File: src/verilog/pfm_pkg.sv
`default_nettype none
package pfm_pkg;
   // Register bus
   localparam int unsigned ADDR_W = 32;
   localparam int unsigned DATA_W = 32;
   localparam logic [ADDR_W-1:0] ADDR_PAD_FUNCTION_SELECT = 32'hD003_0030;
   localparam int unsigned SEL_W = 29;
   localparam logic [SEL_W-1:0] SEL_RESET = 29'h0000000;
   localparam logic [DATA_W-1:0] RDATA_IDLE = 32'h00000000;

   // Select bit positions
   localparam int unsigned NAV_CLOCK_PAD_SELECT = 28;
   localparam int unsigned NAV_MODE2_PAD_SELECT = 27;
   localparam int unsigned NAV_MODE1_PAD_SELECT = 26;
   localparam int unsigned NAV_MODE0_PAD_SELECT = 25;
   localparam int unsigned NAV_SERIAL_PAD_SELECT = 24;
   localparam int unsigned SECOND_SERIAL_SELECT = 23;
   localparam int unsigned SECOND_STREAM_PORT_SELECT = 22;
   localparam int unsigned POWER_IFACE_SELECT = 21;
   localparam int unsigned SPI_SELECT_THREE_ENABLE = 20;
   localparam int unsigned SPI_SELECT_TWO_ENABLE = 19;
   localparam int unsigned SPI_SELECT_ONE_ENABLE = 18;
   localparam int unsigned CARD_BUS_SELECT = 17;
   localparam int unsigned REF_CLOCK_TX_SELECT = 16;
   localparam int unsigned CLOCK_OBS_D3_SELECT = 15;
   localparam int unsigned KEY_DRIVE3_SELECT = 11;
   localparam int unsigned KEY_SENSE3_SELECT = 7;
   localparam int unsigned DISPLAY_BIT17_PAD_SELECT = 3;
   localparam int unsigned DISPLAY_BIT16_PAD_SELECT = 2;
   localparam int unsigned AUDIO_FSR_PWM_SELECT = 1;
   localparam int unsigned SMARTCARD_CTRL_PAD_SELECT = 0;

   // Pad indexes
   localparam int unsigned PAD_STREAM_CLOCK = 0;
   localparam int unsigned PAD_UART_RTS = 1;
   localparam int unsigned PAD_STREAM_SYNC = 2;
   localparam int unsigned PAD_STREAM_VALID = 3;
   localparam int unsigned PAD_STREAM_DATA = 4;
   localparam int unsigned PAD_DISP_D22 = 5;
   localparam int unsigned PAD_DISP_D23 = 6;
   localparam int unsigned PAD_SPI2_CLOCK = 7;
   localparam int unsigned PAD_SPI2_SELECT = 8;
   localparam int unsigned PAD_SPI2_TX = 9;
   localparam int unsigned PAD_SPI2_RX = 10;
   localparam int unsigned PAD_SPARE3 = 11;
   localparam int unsigned PAD_SPARE4 = 12;
   localparam int unsigned PAD_SPARE15 = 13;
   localparam int unsigned PAD_SMARTCARD_VOLTAGE = 14;
   localparam int unsigned PAD_FLASH_CE4 = 15;
   localparam int unsigned PAD_UART_CTS = 16;
   localparam int unsigned PAD_FLASH_CE3 = 17;
   localparam int unsigned PAD_FLASH_D0 = 18;
   localparam int unsigned FLASH_DATA_W = 8;
   localparam int unsigned PAD_FLASH_CE1 = 26;
   localparam int unsigned PAD_FLASH_CE2 = 27;
   localparam int unsigned PAD_UART_TX = 28;
   localparam int unsigned PAD_CARD_D3 = 29;
   localparam int unsigned PAD_SPARE14 = 33;
   localparam int unsigned PAD_SPARE10 = 37;
   localparam int unsigned GROUP4_W = 4;
   localparam int unsigned PAD_DISP_D17 = 41;
   localparam int unsigned PAD_DISP_D16 = 42;
   localparam int unsigned PAD_AUDIO_FSR = 43;
   localparam int unsigned PAD_SMARTCARD_CTRL = 44;
   localparam int unsigned NUM_PADS = 45;

   // Alternate indexes: one per pad, plus the second choice on the RTS pad
   localparam int unsigned ALT_SPI_SELECT_TWO = 45;
   localparam int unsigned NUM_ALTS = 46;

   // Complete state of the routing stage
   typedef struct packed {
      logic [NUM_PADS-1:0] sync1;
      logic [NUM_PADS-1:0] sync2;
      logic [NUM_PADS-1:0] pad_out;
      logic [NUM_PADS-1:0] pad_oe;
      logic [NUM_PADS-1:0] pad_alt;
      logic [NUM_PADS-1:0] main_in;
      logic [NUM_ALTS-1:0] alt_in;
   } pfm_route_t;

   // Complete state of the register slave
   typedef struct packed {
      logic [SEL_W-1:0] sel;
      logic [DATA_W-1:0] rdata;
   } pfm_regs_t;
endpackage
`default_nettype wire

File: src/verilog/pfm_reg_if.sv
`timescale 1ns/1ns
`default_nettype none
interface pfm_reg_if;
   import pfm_pkg::*;
   logic [ADDR_W-1:0] addr;
   logic [DATA_W-1:0] wdata;
   logic write;
   logic read;
   logic [DATA_W-1:0] rdata;
   logic [SEL_W-1:0] sel;
   // Side that issues accesses and uses the selection
   modport host (output addr, output wdata, output write, output read,
      input rdata, input sel);
   // Side that holds the selection register
   modport regs (input addr, input wdata, input write, input read,
      output rdata, output sel);
endinterface
`default_nettype wire

File: src/verilog/pfm_regs.sv
`timescale 1ns/1ns
`default_nettype none
module pfm_regs
   import pfm_pkg::*;
(
   input wire logic i_clock,
   input wire logic i_reset,
   pfm_reg_if.regs bus
);
   pfm_regs_t cur_ff;
   pfm_regs_t nxt_ff;
   logic hit;

   // Single mapped word
   assign hit = (bus.addr == ADDR_PAD_FUNCTION_SELECT);

   // Write stores the selection, read answers one cycle later
   always_comb begin
      nxt_ff = cur_ff;
      nxt_ff.rdata = RDATA_IDLE;
      if (bus.write && hit) begin
         nxt_ff.sel = bus.wdata[SEL_W-1:0]; // Upper bits dropped
      end
      if (bus.read && hit) begin
         nxt_ff.rdata = {{(DATA_W-SEL_W){1'b0}}, cur_ff.sel};
      end
   end

   // State register, main functions after reset
   always_ff @(posedge i_clock or posedge i_reset) begin
      if (i_reset) begin
         cur_ff.sel <= SEL_RESET;
         cur_ff.rdata <= RDATA_IDLE;
      end else begin
         cur_ff <= nxt_ff;
      end
   end

   assign bus.rdata = cur_ff.rdata;
   assign bus.sel = cur_ff.sel;
endmodule // pfm_regs
`default_nettype wire

File: src/verilog/pfm_pad_mux.sv
`timescale 1ns/1ns
`default_nettype none
module pfm_pad_mux
   import pfm_pkg::*;
(
   input wire logic I_CLOCK,
   input wire logic I_RESET,
   input wire logic [ADDR_W-1:0] I_ADDR,
   input wire logic [DATA_W-1:0] I_WDATA,
   input wire logic I_WRITE,
   input wire logic I_READ,
   output logic [DATA_W-1:0] O_RDATA,
   input wire logic [NUM_PADS-1:0] I_PAD_IN,
   output logic [NUM_PADS-1:0] O_PAD_OUT,
   output logic [NUM_PADS-1:0] O_PAD_OE,
   output logic [NUM_PADS-1:0] O_PAD_ALT,
   input wire logic [NUM_PADS-1:0] I_MAIN_OUT,
   input wire logic [NUM_PADS-1:0] I_MAIN_OE,
   output logic [NUM_PADS-1:0] O_MAIN_IN,
   input wire logic [NUM_ALTS-1:0] I_ALT_OUT,
   input wire logic [NUM_ALTS-1:0] I_ALT_OE,
   output logic [NUM_ALTS-1:0] O_ALT_IN
);
   // Select bit that moves a pad to its first alternate
   function automatic int unsigned alt_bit(input int unsigned p);
      int unsigned b;
      b = SMARTCARD_CTRL_PAD_SELECT;
      case (p)
         // Navigation receiver on the stream pads and the RTS pad
         PAD_STREAM_CLOCK: begin
            b = NAV_CLOCK_PAD_SELECT;
         end
         PAD_UART_RTS: begin
            b = NAV_MODE2_PAD_SELECT;
         end
         PAD_STREAM_SYNC: begin
            b = NAV_MODE1_PAD_SELECT;
         end
         PAD_STREAM_VALID: begin
            b = NAV_MODE0_PAD_SELECT;
         end
         PAD_STREAM_DATA: begin
            b = NAV_SERIAL_PAD_SELECT;
         end
         // Second serial port on display data 22 and 23
         PAD_DISP_D22, PAD_DISP_D23: begin
            b = SECOND_SERIAL_SELECT;
         end
         // Second stream port on the second SPI port
         PAD_SPI2_CLOCK, PAD_SPI2_SELECT, PAD_SPI2_TX, PAD_SPI2_RX: begin
            b = SECOND_STREAM_PORT_SELECT;
         end
         // Power interface on two spare pads
         PAD_SPARE3, PAD_SPARE4: begin
            b = POWER_IFACE_SELECT;
         end
         // Extra SPI devices
         PAD_SPARE15, PAD_SMARTCARD_VOLTAGE: begin
            b = SPI_SELECT_THREE_ENABLE;
         end
         PAD_FLASH_CE4: begin
            b = SPI_SELECT_TWO_ENABLE;
         end
         PAD_UART_CTS, PAD_FLASH_CE3: begin
            b = SPI_SELECT_ONE_ENABLE;
         end
         // Card bus on the flash enables
         PAD_FLASH_CE1, PAD_FLASH_CE2: begin
            b = CARD_BUS_SELECT;
         end
         // Reference clock on the serial transmit pad
         PAD_UART_TX: begin
            b = REF_CLOCK_TX_SELECT;
         end
         // Secondary I2C on display data 17 and 16
         PAD_DISP_D17: begin
            b = DISPLAY_BIT17_PAD_SELECT;
         end
         PAD_DISP_D16: begin
            b = DISPLAY_BIT16_PAD_SELECT;
         end
         // PWM outputs
         PAD_AUDIO_FSR: begin
            b = AUDIO_FSR_PWM_SELECT;
         end
         PAD_SMARTCARD_CTRL: begin
            b = SMARTCARD_CTRL_PAD_SELECT;
         end
         default: begin
            // Ranges: flash data, clock observation, keypad lines
            if (p >= PAD_FLASH_D0 && p < PAD_FLASH_D0 + FLASH_DATA_W) begin
               b = CARD_BUS_SELECT;
            end else if (p >= PAD_CARD_D3 &&
                         p < PAD_CARD_D3 + GROUP4_W) begin
               b = CLOCK_OBS_D3_SELECT - (p - PAD_CARD_D3);
            end else if (p >= PAD_SPARE14 &&
                         p < PAD_SPARE14 + GROUP4_W) begin
               b = KEY_DRIVE3_SELECT - (p - PAD_SPARE14);
            end else if (p >= PAD_SPARE10 &&
                         p < PAD_SPARE10 + GROUP4_W) begin
               b = KEY_SENSE3_SELECT - (p - PAD_SPARE10);
            end
         end
      endcase
      return b;
   endfunction

   pfm_reg_if u_bus ();
   pfm_route_t cur_ff;
   pfm_route_t nxt_ff;
   logic [NUM_PADS-1:0] take_first;
   logic take_second;

   // Bus ports onto the register carrier
   assign u_bus.addr = I_ADDR;
   assign u_bus.wdata = I_WDATA;
   assign u_bus.write = I_WRITE;
   assign u_bus.read = I_READ;
   assign O_RDATA = u_bus.rdata;

   // Selection register
   pfm_regs u_regs (
      .i_clock(I_CLOCK),
      .i_reset(I_RESET),
      .bus(u_bus.regs)
   );

   // Per-pad first alternate request
   genvar g;
   generate
      for (g = 0; g < NUM_PADS; g++) begin : g_first
         assign take_first[g] = u_bus.sel[alt_bit(g)];
      end
   endgenerate

   // RTS pad: navigation mode two wins over SPI select two
   assign take_second = !take_first[PAD_UART_RTS] &&
      u_bus.sel[SPI_SELECT_TWO_ENABLE];

   // Synchronise pads, then route each pad to one owner
   always_comb begin
      nxt_ff = cur_ff;
      nxt_ff.sync1 = I_PAD_IN;
      nxt_ff.sync2 = cur_ff.sync1;
      nxt_ff.alt_in = '0;
      nxt_ff.main_in = '0;
      for (int unsigned p = 0; p < NUM_PADS; p++) begin
         if (take_first[p]) begin
            // Alternate owns the pad; main sees zero
            nxt_ff.pad_out[p] = I_ALT_OUT[p];
            nxt_ff.pad_oe[p] = I_ALT_OE[p];
            nxt_ff.pad_alt[p] = 1'b1;
            nxt_ff.alt_in[p] = cur_ff.sync2[p];
         end else if (p == PAD_UART_RTS && take_second) begin
            // Second alternate on the RTS pad
            nxt_ff.pad_out[p] = I_ALT_OUT[ALT_SPI_SELECT_TWO];
            nxt_ff.pad_oe[p] = I_ALT_OE[ALT_SPI_SELECT_TWO];
            nxt_ff.pad_alt[p] = 1'b1;
            nxt_ff.alt_in[ALT_SPI_SELECT_TWO] = cur_ff.sync2[p];
         end else begin
            // Main function owns the pad
            nxt_ff.pad_out[p] = I_MAIN_OUT[p];
            nxt_ff.pad_oe[p] = I_MAIN_OE[p];
            nxt_ff.pad_alt[p] = 1'b0;
            nxt_ff.main_in[p] = cur_ff.sync2[p];
         end
      end
   end

   // Routing state; pads released and main selected in reset
   always_ff @(posedge I_CLOCK or posedge I_RESET) begin
      if (I_RESET) begin
         cur_ff <= '0;
      end else begin
         cur_ff <= nxt_ff;
      end
   end

   // Outputs straight from flip-flops
   assign O_PAD_OUT = cur_ff.pad_out;
   assign O_PAD_OE = cur_ff.pad_oe;
   assign O_PAD_ALT = cur_ff.pad_alt;
   assign O_MAIN_IN = cur_ff.main_in;
   assign O_ALT_IN = cur_ff.alt_in;
endmodule // pfm_pad_mux
`default_nettype wire

File: config.mk
export PLATFORM = sky130hd
export DESIGN_NAME = pfm_pad_mux
export DESIGN_NICKNAME = d
export VERILOG_FILES = /design/src/verilog/pfm_pkg.sv /design/src/verilog/pfm_reg_if.sv /design/src/verilog/pfm_regs.sv /design/src/verilog/pfm_pad_mux.sv
export SDC_FILE = /design/constraint.sdc
export NUM_CORES = 1
export LEC_CHECK = 0
export ABC_AREA = 1
export CORE_AREA = 2 2 217 219
export CTS_BUF_LIST = sky130_fd_sc_hd__clkbuf_2 sky130_fd_sc_hd__clkbuf_4 sky130_fd_sc_hd__clkbuf_8
export DETAILED_ROUTE_END_ITERATION = 16
export DIE_AREA = 0 0 219 221
export DONT_BUFFER_PORTS = 1
export PLACE_DENSITY = 0.46
export SYNTH_ARGS = -nofsm -noshare
export SYNTH_HDL_FRONTEND = slang
export SYNTH_SLANG_ARGS = --single-unit
File: constraint.sdc
create_clock -name I_CLOCK -period 18 [get_ports I_CLOCK]
set_input_delay 4.5 -clock I_CLOCK [delete_from_list [all_inputs] [get_ports I_CLOCK]]
set_output_delay 4.5 -clock I_CLOCK [all_outputs]
set_load 0.02 [all_outputs]
# Word level (Yosys, flattened, before mapping)
# Cells that the tools add are included.
# Widths: inputs -> output; s select.
dict set report word_totals {
  reg_bits 374
  input_bits 295
  output_inout_bits 258
  wordCells 230
}
dict set report op_classes {
  n_eq_ne 1
  muxes 216
  n_reduce_logical 4
}
# cell count
set op_table {}
lappend op_table {{$mux 1} 215}
lappend op_table {{$eq 32x32->1 const B} 1}
lappend op_table {{$mux 29} 1}
lappend op_table {{$logic_and 1x1->1} 3}
lappend op_table {{$logic_not 1->1} 1}

# Logic depth before layout (Yosys ltp)
# Gate-level depths: netlist of the first run.
dict set report depth {
  depth_word 4
  mapped_depth 11
  depth_no_buf 9
}

# Hierarchy
# From an unflattened synthesis of the first run, not the netlist that was laid out.
dict set report hier_totals {
  cells_unflattened 1275
  area_unflattened_um2 13620.6
}
# module n_inst cells_each area_per_inst_um2 seq_area_each_um2
set by_module_without_submodules {}
lappend by_module_without_submodules {pfm_pad_mux 1 998 11237.0 7507.2}
lappend by_module_without_submodules {pfm_regs 1 277 2383.5 1451.4}

# Least setup slack after synthesis of the first run
# No wires, ideal clock.
dict set report synth_path {
  kind {input -> register}
  start {input I_ADDR[27]}
  end {register u_regs.bus.sel[0] (netlist name)}
  setup_time_ns 0.117
  t_arrival_ns 5.332
  required_ns 17.883
  path_slack_ns 12.551
  stages 10
  path_buffers 2
  cell_sequence {nor2_1 nand2_1 nor2_1 nand2_1 inv_1 nand3_1 buf_2 buf_2 nand2_1 nand2_1}
}
dict set report synth_via {
  elab_chain_len 2
}
# item line_no
set synth_rtl {}
lappend synth_rtl {{start: declaration} pfm_pad_mux.sv:8} ;# input wire logic [ADDR_W-1:0] I_ADDR,
lappend synth_rtl {{$eq 32x32->1} pfm_regs.sv:15} ;# assign hit = (bus.addr == ADDR_PAD_FUNCTION_SELECT);
lappend synth_rtl {{$logic_and 1x1->1} pfm_regs.sv:21} ;# if (bus.write && hit) begin
# No other way between the ends.
# A chain may end at the register's enable or synchronous reset.

==> impl_metrics.yaml, run 1 <==
global_route:
  met3_usage_pct: 5.677
  grt_overflow: 0
  grt_start_max_net_pins: 86
  met2_usage_pct: 21.53
  grt_pass1_wl_um: 46720
  grt_pass1_vias: 7454
  busiest_layer: "met2"
  antenna_found_initial: 4
  grt_use_total_pct: 13.00
  grt_use_met1_pct: 15.01
clocking:
  cts_setup_buffers: 0
  cts_tree: "done"
  ctsResizeCount: 0
  clockBufferDepth: 3
  cts_hold_buf: 0
  cts.clk_slew.worst_paths_ns: 0.06
  cts.htree.levels: 2
  clock-sinks: 358
  root_buffer: "clkbuf_8"
  cts_buffers: 57
  clk_latency_ns: 0.62
drt:
  wirelength_um: 31810
  wl_per_cell_um: 18.33
  first_pass_iters: 4
  avgViaCountPerCell: 4.033
  drcViolationCount: 0
  vias: 6998
  postRouteAntennaNets: 0
  drt_first_iter_violations: 413
synthesis:
  synth_cells: 1271
  syn_avg_cell_area_um2: 10.54
  yosys.area.top_type_share_pct: 66.85
  synth-seq-cells: 358
  ys_types: 15
  yosys.area.top_type: "dfrtp_1"
  synth_seq_area_share_pct: 66.85
  synthesis.area_um2: 13400
  yosys_warnings: 0
  synthTopCellsByArea: "dfrtp_1 67%, buf_4 13%, nand2_1 11%, inv_1 3.7%, nor2_1 2.4%"
setup_path:
  required_ns: 13.50
  crit_fanout: 10
  cp-start-kind: "flop"
  critical_path_arrival_ns: 1.61
  criticalPathCategory: "reg -> out"
  end_kind: "output pin"
layout:
  layout_commonest_cell: "nand2_1"
  num-nets-final: 1379
  drive_gt1_share_pct: 11.09
  layout_common_cells: "390 x nand2_1, 356 x dfrtp_1, 131 x inv_1, 87 x nor2_1, 65 x clkbuf_8"
  utilization_pct: 29.41
  area_delta_synth_final_pct: 1.092
  fill_cells: 4802
sta:
  finalSetupTns_ns: 0
  finalCritPeriodShare_pct: 33.93
  rsz0062_at_grt: "no"
  relSlewSlack_pct: 35.65
  max_slew.worst_pin.slew_ns: 0.9641
  worst_clock_skew_ns: 0.02023
  setup_violations: 0
  fmax_mhz: 163.7
  slew_violations: 0
  min_period_ns: 6.107
  timing.final.hold_violations: 0
power:
  p_comb_share_pct: 2.1
  sw_frac_of_total_pct: 23.21
  max-vdd-ir-drop_mv: 0.07477
  p_int_mw: 1.220
  switchingPower_uw: 368.9
  power_density_nw_per_um2: 117.3
  clkPwrFrac_pct: 43.6
  cellLeakagePower_nw: 7.124
  sequentialPowerShare_pct: 54.3
outcome:
  status: "complete, no violations"
floorplanning:
  row_count: 79
  fp.dieH_um: 221
  core_area_um2: 46060
  die_w_um: 219
  dieArea_um2: 48400
  pin_count: 553
  start_util_pct: 29.09
placement:
  port-buffer-count: 0
  hpwl_um: 22460
  finalWeightedCongestion: 0.7917
flow_run:
  cap_violations: 0
min_path:
  hold_class: "reg -> reg"
## kinds of logic (layout without fill, tap and decap cells)
family,Yosys count,after routing,share of synthesized area [%]
buffers and inverters,388,242,17.53
AND/OR/NAND/NOR,524,524,15.58
flip-flops,358,358,66.85
other,1,4,0.02798
## path summary, 6_finish.rpt
path | cells after the start | from | end | slack, ns
setup / recovery | 0 | O_PAD_ALT[27] | O_PAD_ALT[19] | 11.89
hold / removal | 0 | cur_ff[314] | cur_ff[269] | 0.35
setup reg to reg | 3 | u_regs.bus.sel[17] | O_PAD_OUT[18] | 16.04
hold reg to reg | 0 | cur_ff[314] | cur_ff[269] | 0.35
max in group asynchronous | 3 | I_RESET | O_PAD_ALT[27] | 12.01
min in group asynchronous | 1 | I_RESET | O_PAD_OE[11] | 3.81
## state kept, by name (all words and copies together), names as in the netlist
name and flops:
cur_ff 90, O_ALT_IN 46, O_MAIN_IN 45, O_PAD_OE 45, O_PAD_OUT 45, O_PAD_ALT 29, u_regs.bus.rdata 29, u_regs.bus.sel 29
## synth_stat cells (all sizes together)
cell and instances:
clkinv 1, nor3 1, inv 132, nor2 98
conb 1, nand3 34, buf 236, nand2 391
dfrtp 358, clkbuf 19
## power groups by stage
stage	sequential (mW)	combinational, mW	clock [mW]
floorplan	0.852	0.0697	0
global placement	0.878	0.0335	0
detailed placement	0.878	0.0346	0
CTS	0.864	0.0344	0.727
global route	0.865	0.0394	0.768
finish	0.863	0.0326	0.693
## per-layer routing
layer,up-vias,share of wire (%)
li1,3141,-
met1,3413,38
met2,368,49
met3,70,11
met4,6,2.4
met5,-,0.13
## through the flow
step	std cells	setup WS, ns	hold WS (ns)	area (µm²)	total power [mW]
global placement	1632	11.18	0.3319	12390	0.9112
global route	1735	11.59	0.3545	13550	1.673
CTS	1734	11.81	0.3462	13540	1.625
finish	1735	11.89	0.3467	13550	1.589
floorplan	1273	3.566	0.3312	13410	0.9213
detailed placement	1632	11.16	0.3347	12390	0.9123
## layout make-up
type / instances / area (µm²) / area share [%]
Tap cell: 607 / 759.5 / 5.606
Sequential cell: 358 / 8961 / 66.15
Multi-Input combinational cell: 527 / 2112 / 15.59
Antenna cell: 1 / 2.502 / 0.01847
Clock inverter: 11 / 62.56 / 0.4618
Timing Repair Buffer: 7 / 52.55 / 0.3879
Clock buffer: 91 / 1090 / 8.045
Inverter: 133 / 506.7 / 3.741
No activity file was read; power rests on OpenSTA's default activity.
==> run 2: changes to the inputs <==
--- a/config.mk
+++ b/config.mk
@@ -11,7 +11,7 @@
 export DETAILED_ROUTE_END_ITERATION = 16
 export DIE_AREA = 0 0 219 221
 export DONT_BUFFER_PORTS = 1
-export PLACE_DENSITY = 0.46
+export PLACE_DENSITY = 0.47
 export SYNTH_ARGS = -nofsm -noshare
 export SYNTH_HDL_FRONTEND = slang
 export SYNTH_SLANG_ARGS = --single-unit
==> constraint.sdc (replaced) <==
create_clock -name I_CLOCK -period 5.1 [get_ports I_CLOCK]
set_input_delay 1.275 -clock I_CLOCK [delete_from_list [all_inputs] [get_ports I_CLOCK]]
set_output_delay 1.275 -clock I_CLOCK [all_outputs]
set_load 0.02 [all_outputs]
==> run 2 against run 1 <==
Critical path depth stayed put; first-iteration DRC count shrank 33%; die area did not move; cell count is 0.86% higher; non-clock buffer count rose by 2; cell area grew 2.8%; clock skew grew 0.0051 ns; clock power rose to 4.4 times the previous value; sequential cell count stayed put.
==> impl_metrics.yaml, run 2 (synthesized netlist as in run 1, its figures left out) <==
clocking:
  cts_hold_buf: 0
  cts_tree: "done"
  cts_setup_buffers: 0
  cts_buffers: 61
  clock-sinks: 358
  root_buffer: "clkbuf_8"
  clockBufferDepth: 3
  clk_latency_ns: 0.62
  ctsResizeCount: 0
  cts.htree.levels: 2
  cts.clk_slew.worst_paths_ns: 0.07
setup_path:
  end_kind: "output pin"
  cp-start-kind: "flop"
  reg2reg_from: "u_regs.bus.sel[22]"
  worstSetupStartpoint: "O_PAD_ALT[27]"
  criticalPathCategory: "reg -> out"
  critical_path_arrival_ns: 1.63
  required_ns: 3.83
  crit_fanout: 10
drt:
  drt_first_iter_violations: 277
  vias: 7041
  wl_per_cell_um: 18.76
  first_pass_iters: 4
  avgViaCountPerCell: 4.023
  postRouteAntennaNets: 0
  drcViolationCount: 0
  wirelength_um: 32830
layout:
  top_register: "cur_ff"
  layout_common_cells: "390 x nand2_1, 357 x dfrtp_1, 131 x inv_1, 87 x nor2_1, 72 x clkbuf_8"
  largest_reg_flops: 90
  fin_area_um2: 13920
  drive_gt1_share_pct: 12.02
  fill_cells: 4704
  layout_commonest_cell: "nand2_1"
  num-nets-final: 1385
  area_delta_synth_final_pct: 3.885
sta:
  finalCritPeriodShare_pct: 56.92
  rsz0062_at_grt: "no"
  holdWs_ns: 0.3387
  setup_violations: 0
  finalSetupTns_ns: 0
  min_period_ns: 2.903
  max_slew.worst_pin.slew_ns: 0.9565
  timing.final.hold_violations: 0
  slew_violations: 0
  relSlewSlack_pct: 36.41
  fmax_mhz: 344.5
  worst_clock_skew_ns: 0.02529
placement:
  post_dp_cell_area_um2: 12440
  hpwl_um: 23550
  finalWeightedCongestion: 0.8167
  port-buffer-count: 0
floorplanning:
  row_count: 79
  fp.dieH_um: 221
  start_util_pct: 29.09
  dieArea_um2: 48400
  die_w_um: 219
  core_area_um2: 46060
  pin_count: 553
flow_run:
  cap_violations: 0
global_route:
  grt_use_total_pct: 13.44
  grt_pass1_vias: 7628
  grt_overflow: 0
  antenna_found_initial: 2
  grt_pass1_wl_um: 48050
  grt_start_max_net_pins: 112
power:
  clkPwrFrac_pct: 48.9
  p_int_mw: 4.798
  power_density_nw_per_um2: 445.4
  cellLeakagePower_nw: 7.288
  sequentialPowerShare_pct: 49.2
  max-vdd-ir-drop_mv: 0.2060
  sw_frac_of_total_pct: 22.62
  p_comb_share_pct: 2.0
  switchingPower_mw: 1.402
min_path:
  holdCritStartpoint: "cur_ff[312]"
  hold_class: "reg -> reg"
outcome:
  status: "complete, no violations"
[run 2: cell count changes in the layout (fill, tap and decap cells not counted), moves of 2 or more]
cell | before | now
clkbuf_8 | 65 | 72
bufinv_16 | 0 | 9
diode_2 | 1 | 3
inv_6 | 0 | 2
clkbuf_4 | 26 | 11
clkinv_2 | 8 | 13
buf_12 | 0 | 3
clkinv_4 | 0 | 2
clkinvlp_4 | 3 | 5
[run 2: final timing paths]
path / end / slack, ns / depth (start not counted)
max: O_PAD_ALT[25] / 2.20 / 0
min: cur_ff[267] / 0.34 / 0
max reg2reg: O_PAD_OUT[9] / 3.52 / 3
min reg2reg: cur_ff[267] / 0.34 / 0
max in group asynchronous: u_regs.bus.sel[0] / 3.34 / 2
min in group asynchronous: O_PAD_OE[35] / 0.69 / 1
[run 2: power groups by stage]
stage | sequential, mW | combinational (mW) | clock [mW]
after detailed placement | 3.10 | 0.129 | 0
after CTS | 3.05 | 0.128 | 3.13
final | 3.05 | 0.121 | 3.03
after global routing | 3.05 | 0.145 | 3.29
after global placement | 3.10 | 0.125 | 0
after floorplan | 3.01 | 0.246 | 0
[run 2: layout make-up]
| class | count | area [µm²] | area share, % |
|---|---|---|---|
| Antenna cell | 3 | 7.507 | 0.05393 |
| Clock buffer | 83 | 1074 | 7.712 |
| Multi-Input combinational cell | 527 | 2112 | 15.17 |
| Timing Repair Buffer | 9 | 105.1 | 0.7550 |
| Clock inverter | 30 | 400.4 | 2.876 |
| Sequential cell | 358 | 8960 | 64.36 |
| Tap cell | 607 | 759.5 | 5.456 |
| Inverter | 133 | 503.0 | 3.613 |
[run 2: through the flow]
step / util [%] / power (mW) / cells / setup WS (ns)
after CTS: 30.21 / 6.311 / 1747 / 2.114
after floorplan: - / 3.253 / 1273 / -0.9733
after detailed placement: 27.01 / 3.228 / 1634 / 1.940
after global routing: 30.21 / 6.488 / 1748 / 2.091
final: 30.22 / 6.200 / 1750 / 2.197
after global placement: 27.01 / 3.224 / 1634 / 1.950
[run 2: per-layer routing]
layer / part of all wire, % / track usage [%] / wire length (µm)
met1: 37 / 14.68 / 12030
met5: 0.049 / 0 / 16
met4: 2.0 / 4.381 / 669
met2: 50 / 22.73 / 16350
met3: 11 / 6.515 / 3754
[run 2: worst register-to-register path: stages (launching register included)]
cell and delay [ns]:
dfrtp_1 0.75, clkinv_1 0.48, nand2_1 0.18, nand2_1 0.07
==> run 3: changes to the inputs <==
==> constraint.sdc (replaced) <==
create_clock -name I_CLOCK -period 2.65 [get_ports I_CLOCK]
set_input_delay 0.6625 -clock I_CLOCK [delete_from_list [all_inputs] [get_ports I_CLOCK]]
set_output_delay 0.6625 -clock I_CLOCK [all_outputs]
set_load 0.02 [all_outputs]
==> run 3 against run 2 <==
Sequential power grew 92%; utilization grew 0.15 points; total power increased by 82%; critical path type unchanged; sequential cell count did not move; global-route usage down 0.075 points; combinational power rose by 120%; die area stayed put; non-clock buffer count is 27 higher.
==> impl_metrics.yaml, run 3 (synthesized netlist as in run 1, its figures left out) <==
setup_path:
  critPathTopFamily: "buffers and inverters"
  required_ns: 1.99
  worstSetupStartpoint: "O_PAD_ALT[27]"
  slowest_delay_ns: 0.47
  cp_slowest_cell: "buf_4"
  r2r_setup_slack_ns: 1.35
  worstRegToRegCells: 3
  criticalPathCategory: "reg -> out"
  end_kind: "output pin"
  critical_path_arrival_ns: 1.41
  cp_num_buf_inv: 1
  r2r_end: "O_PAD_OUT[13]"
  cp-start-kind: "flop"
  path_cells: "buf_4"
  crit_fanout: 10
  reg2reg_from: "u_regs.bus.sel[20]"
clocking:
  clockBufferDepth: 3
  root_buffer: "clkbuf_8"
  clk_latency_ns: 0.61
  ctsResizeCount: 0
  cts_buffers: 59
  cts.clk_slew.worst_paths_ns: 0.06
  cts_tree: "done"
  cts.htree.levels: 2
  cts_hold_buf: 11
  cts_setup_buffers: 0
  clock-sinks: 358
layout:
  area_delta_synth_final_pct: 4.407
  layout_commonest_cell: "nand2_1"
  final_cells: 1771
  layout_common_cells: "390 x nand2_1, 357 x dfrtp_1, 131 x inv_1, 87 x nor2_1, 74 x clkbuf_8"
  top_register: "cur_ff"
  num-nets-final: 1410
  fill_cells: 4721
  largest_reg_flops: 90
  drive_gt1_share_pct: 12.66
  utilization_pct: 30.37
min_path:
  hold_class: "in -> reg"
  holdCritStartpoint: "I_PAD_IN[43]"
  min_to: "cur_ff[314]"
  hold_depth: 0
global_route:
  antenna_found_initial: 5
  grt_overflow: 0
  grt_pass1_wl_um: 47750
  grt_start_max_net_pins: 81
  grt_use_total_pct: 13.36
  grt_pass1_vias: 7562
sta:
  relSlewSlack_pct: 53.75
  setup_violations: 0
  worst_clock_skew_ns: 0.01934
  min_period_ns: 2.073
  finalCritPeriodShare_pct: 78.23
  timing.final.hold_violations: 0
  finalSetupTns_ns: 0
  slew_violations: 0
  finalWorstSetupSlack_ns: 0.5769
  fmax_mhz: 482.4
  rsz0062_at_grt: "no"
  max_slew.worst_pin.slew_ns: 0.6942
power:
  max-vdd-ir-drop_mv: 0.5032
  cellLeakagePower_nw: 7.349
  power_mw: 11.27
  power_density_nw_per_um2: 805.8
placement:
  dp.cells: 1650
  finalWeightedCongestion: 0.8314
  hpwl_um: 24360
  port-buffer-count: 0
  preCtsSetupSlack_ns: 0.7169
flow_run:
  cap_violations: 0
drt:
  vias: 7058
  wirelength_um: 32840
  avgViaCountPerCell: 3.985
  first_pass_iters: 4
  postRouteAntennaNets: 0
  drt_first_iter_violations: 432
  drcViolationCount: 0
  wl_per_cell_um: 18.54
floorplanning:
  row_count: 79
  fp.dieH_um: 221
  core_area_um2: 46060
  pin_count: 553
  start_util_pct: 29.09
  dieArea_um2: 48400
  die_w_um: 219
outcome:
  status: "complete, no violations"
[run 3: cell types whose count changed in the layout (fill, tap and decap cells not counted), sizes merged]
cell,previous run,this run
clkinvlp,5,2
clkbuf,83,95
inv,133,131
buf,9,25
dlygate4sd3,0,11
bufinv,9,2
clkinv,16,10
[run 3: final cells by class]
class / instances / area (µm²) / share of cell area (%)
Sequential cell: 358 / 8960 / 64.04
Multi-Input combinational cell: 527 / 2112 / 15.10
Clock buffer: 95 / 1176 / 8.406
Tap cell: 607 / 759.5 / 5.428
Inverter: 133 / 503.0 / 3.595
Timing Repair Buffer: 36 / 360.3 / 2.576
Clock inverter: 12 / 112.6 / 0.8049
Antenna cell: 3 / 7.507 / 0.05366
[run 3: power breakdown]
group	switching, mW	internal (mW)
Sequential	0.222	5.64
Combinational	0.183	0.0806
Clock	2.15	2.99
[run 3: how the worst max path moves through the flow]
stage / end / slack (ns) / cells past startpoint
after floorplan: O_ALT_IN[0] / -2.81 / 1
after global placement: u_regs.bus.rdata[21] / 0.71 / 9
after detailed placement: u_regs.bus.rdata[21] / 0.72 / 8
after CTS: O_PAD_ALT[25] / 0.50 / 1
after global routing: O_PAD_ALT[26] / 0.48 / 1
final: O_PAD_ALT[25] / 0.58 / 1
[run 3: stage by stage]
step | hold WS [ns] | area [µm²]
after floorplan | 0.3312 | 13410
after global placement | 0.3317 | 12580
after detailed placement | 0.3347 | 12580
after CTS | 0.004378 | 13980
after global routing | 0.01189 | 13990
final | 0.08487 | 13990
[run 3: per-layer routing]
layer / wire (µm) / vias up / global-route usage, %
met3: 3884 / 59 / 6.735
met2: 16090 / 371 / 22.56
met5: 12 / - / 0
met4: 753 / 2 / 4.359
li1: - / 3207 / -
met1: 12090 / 3419 / 14.48
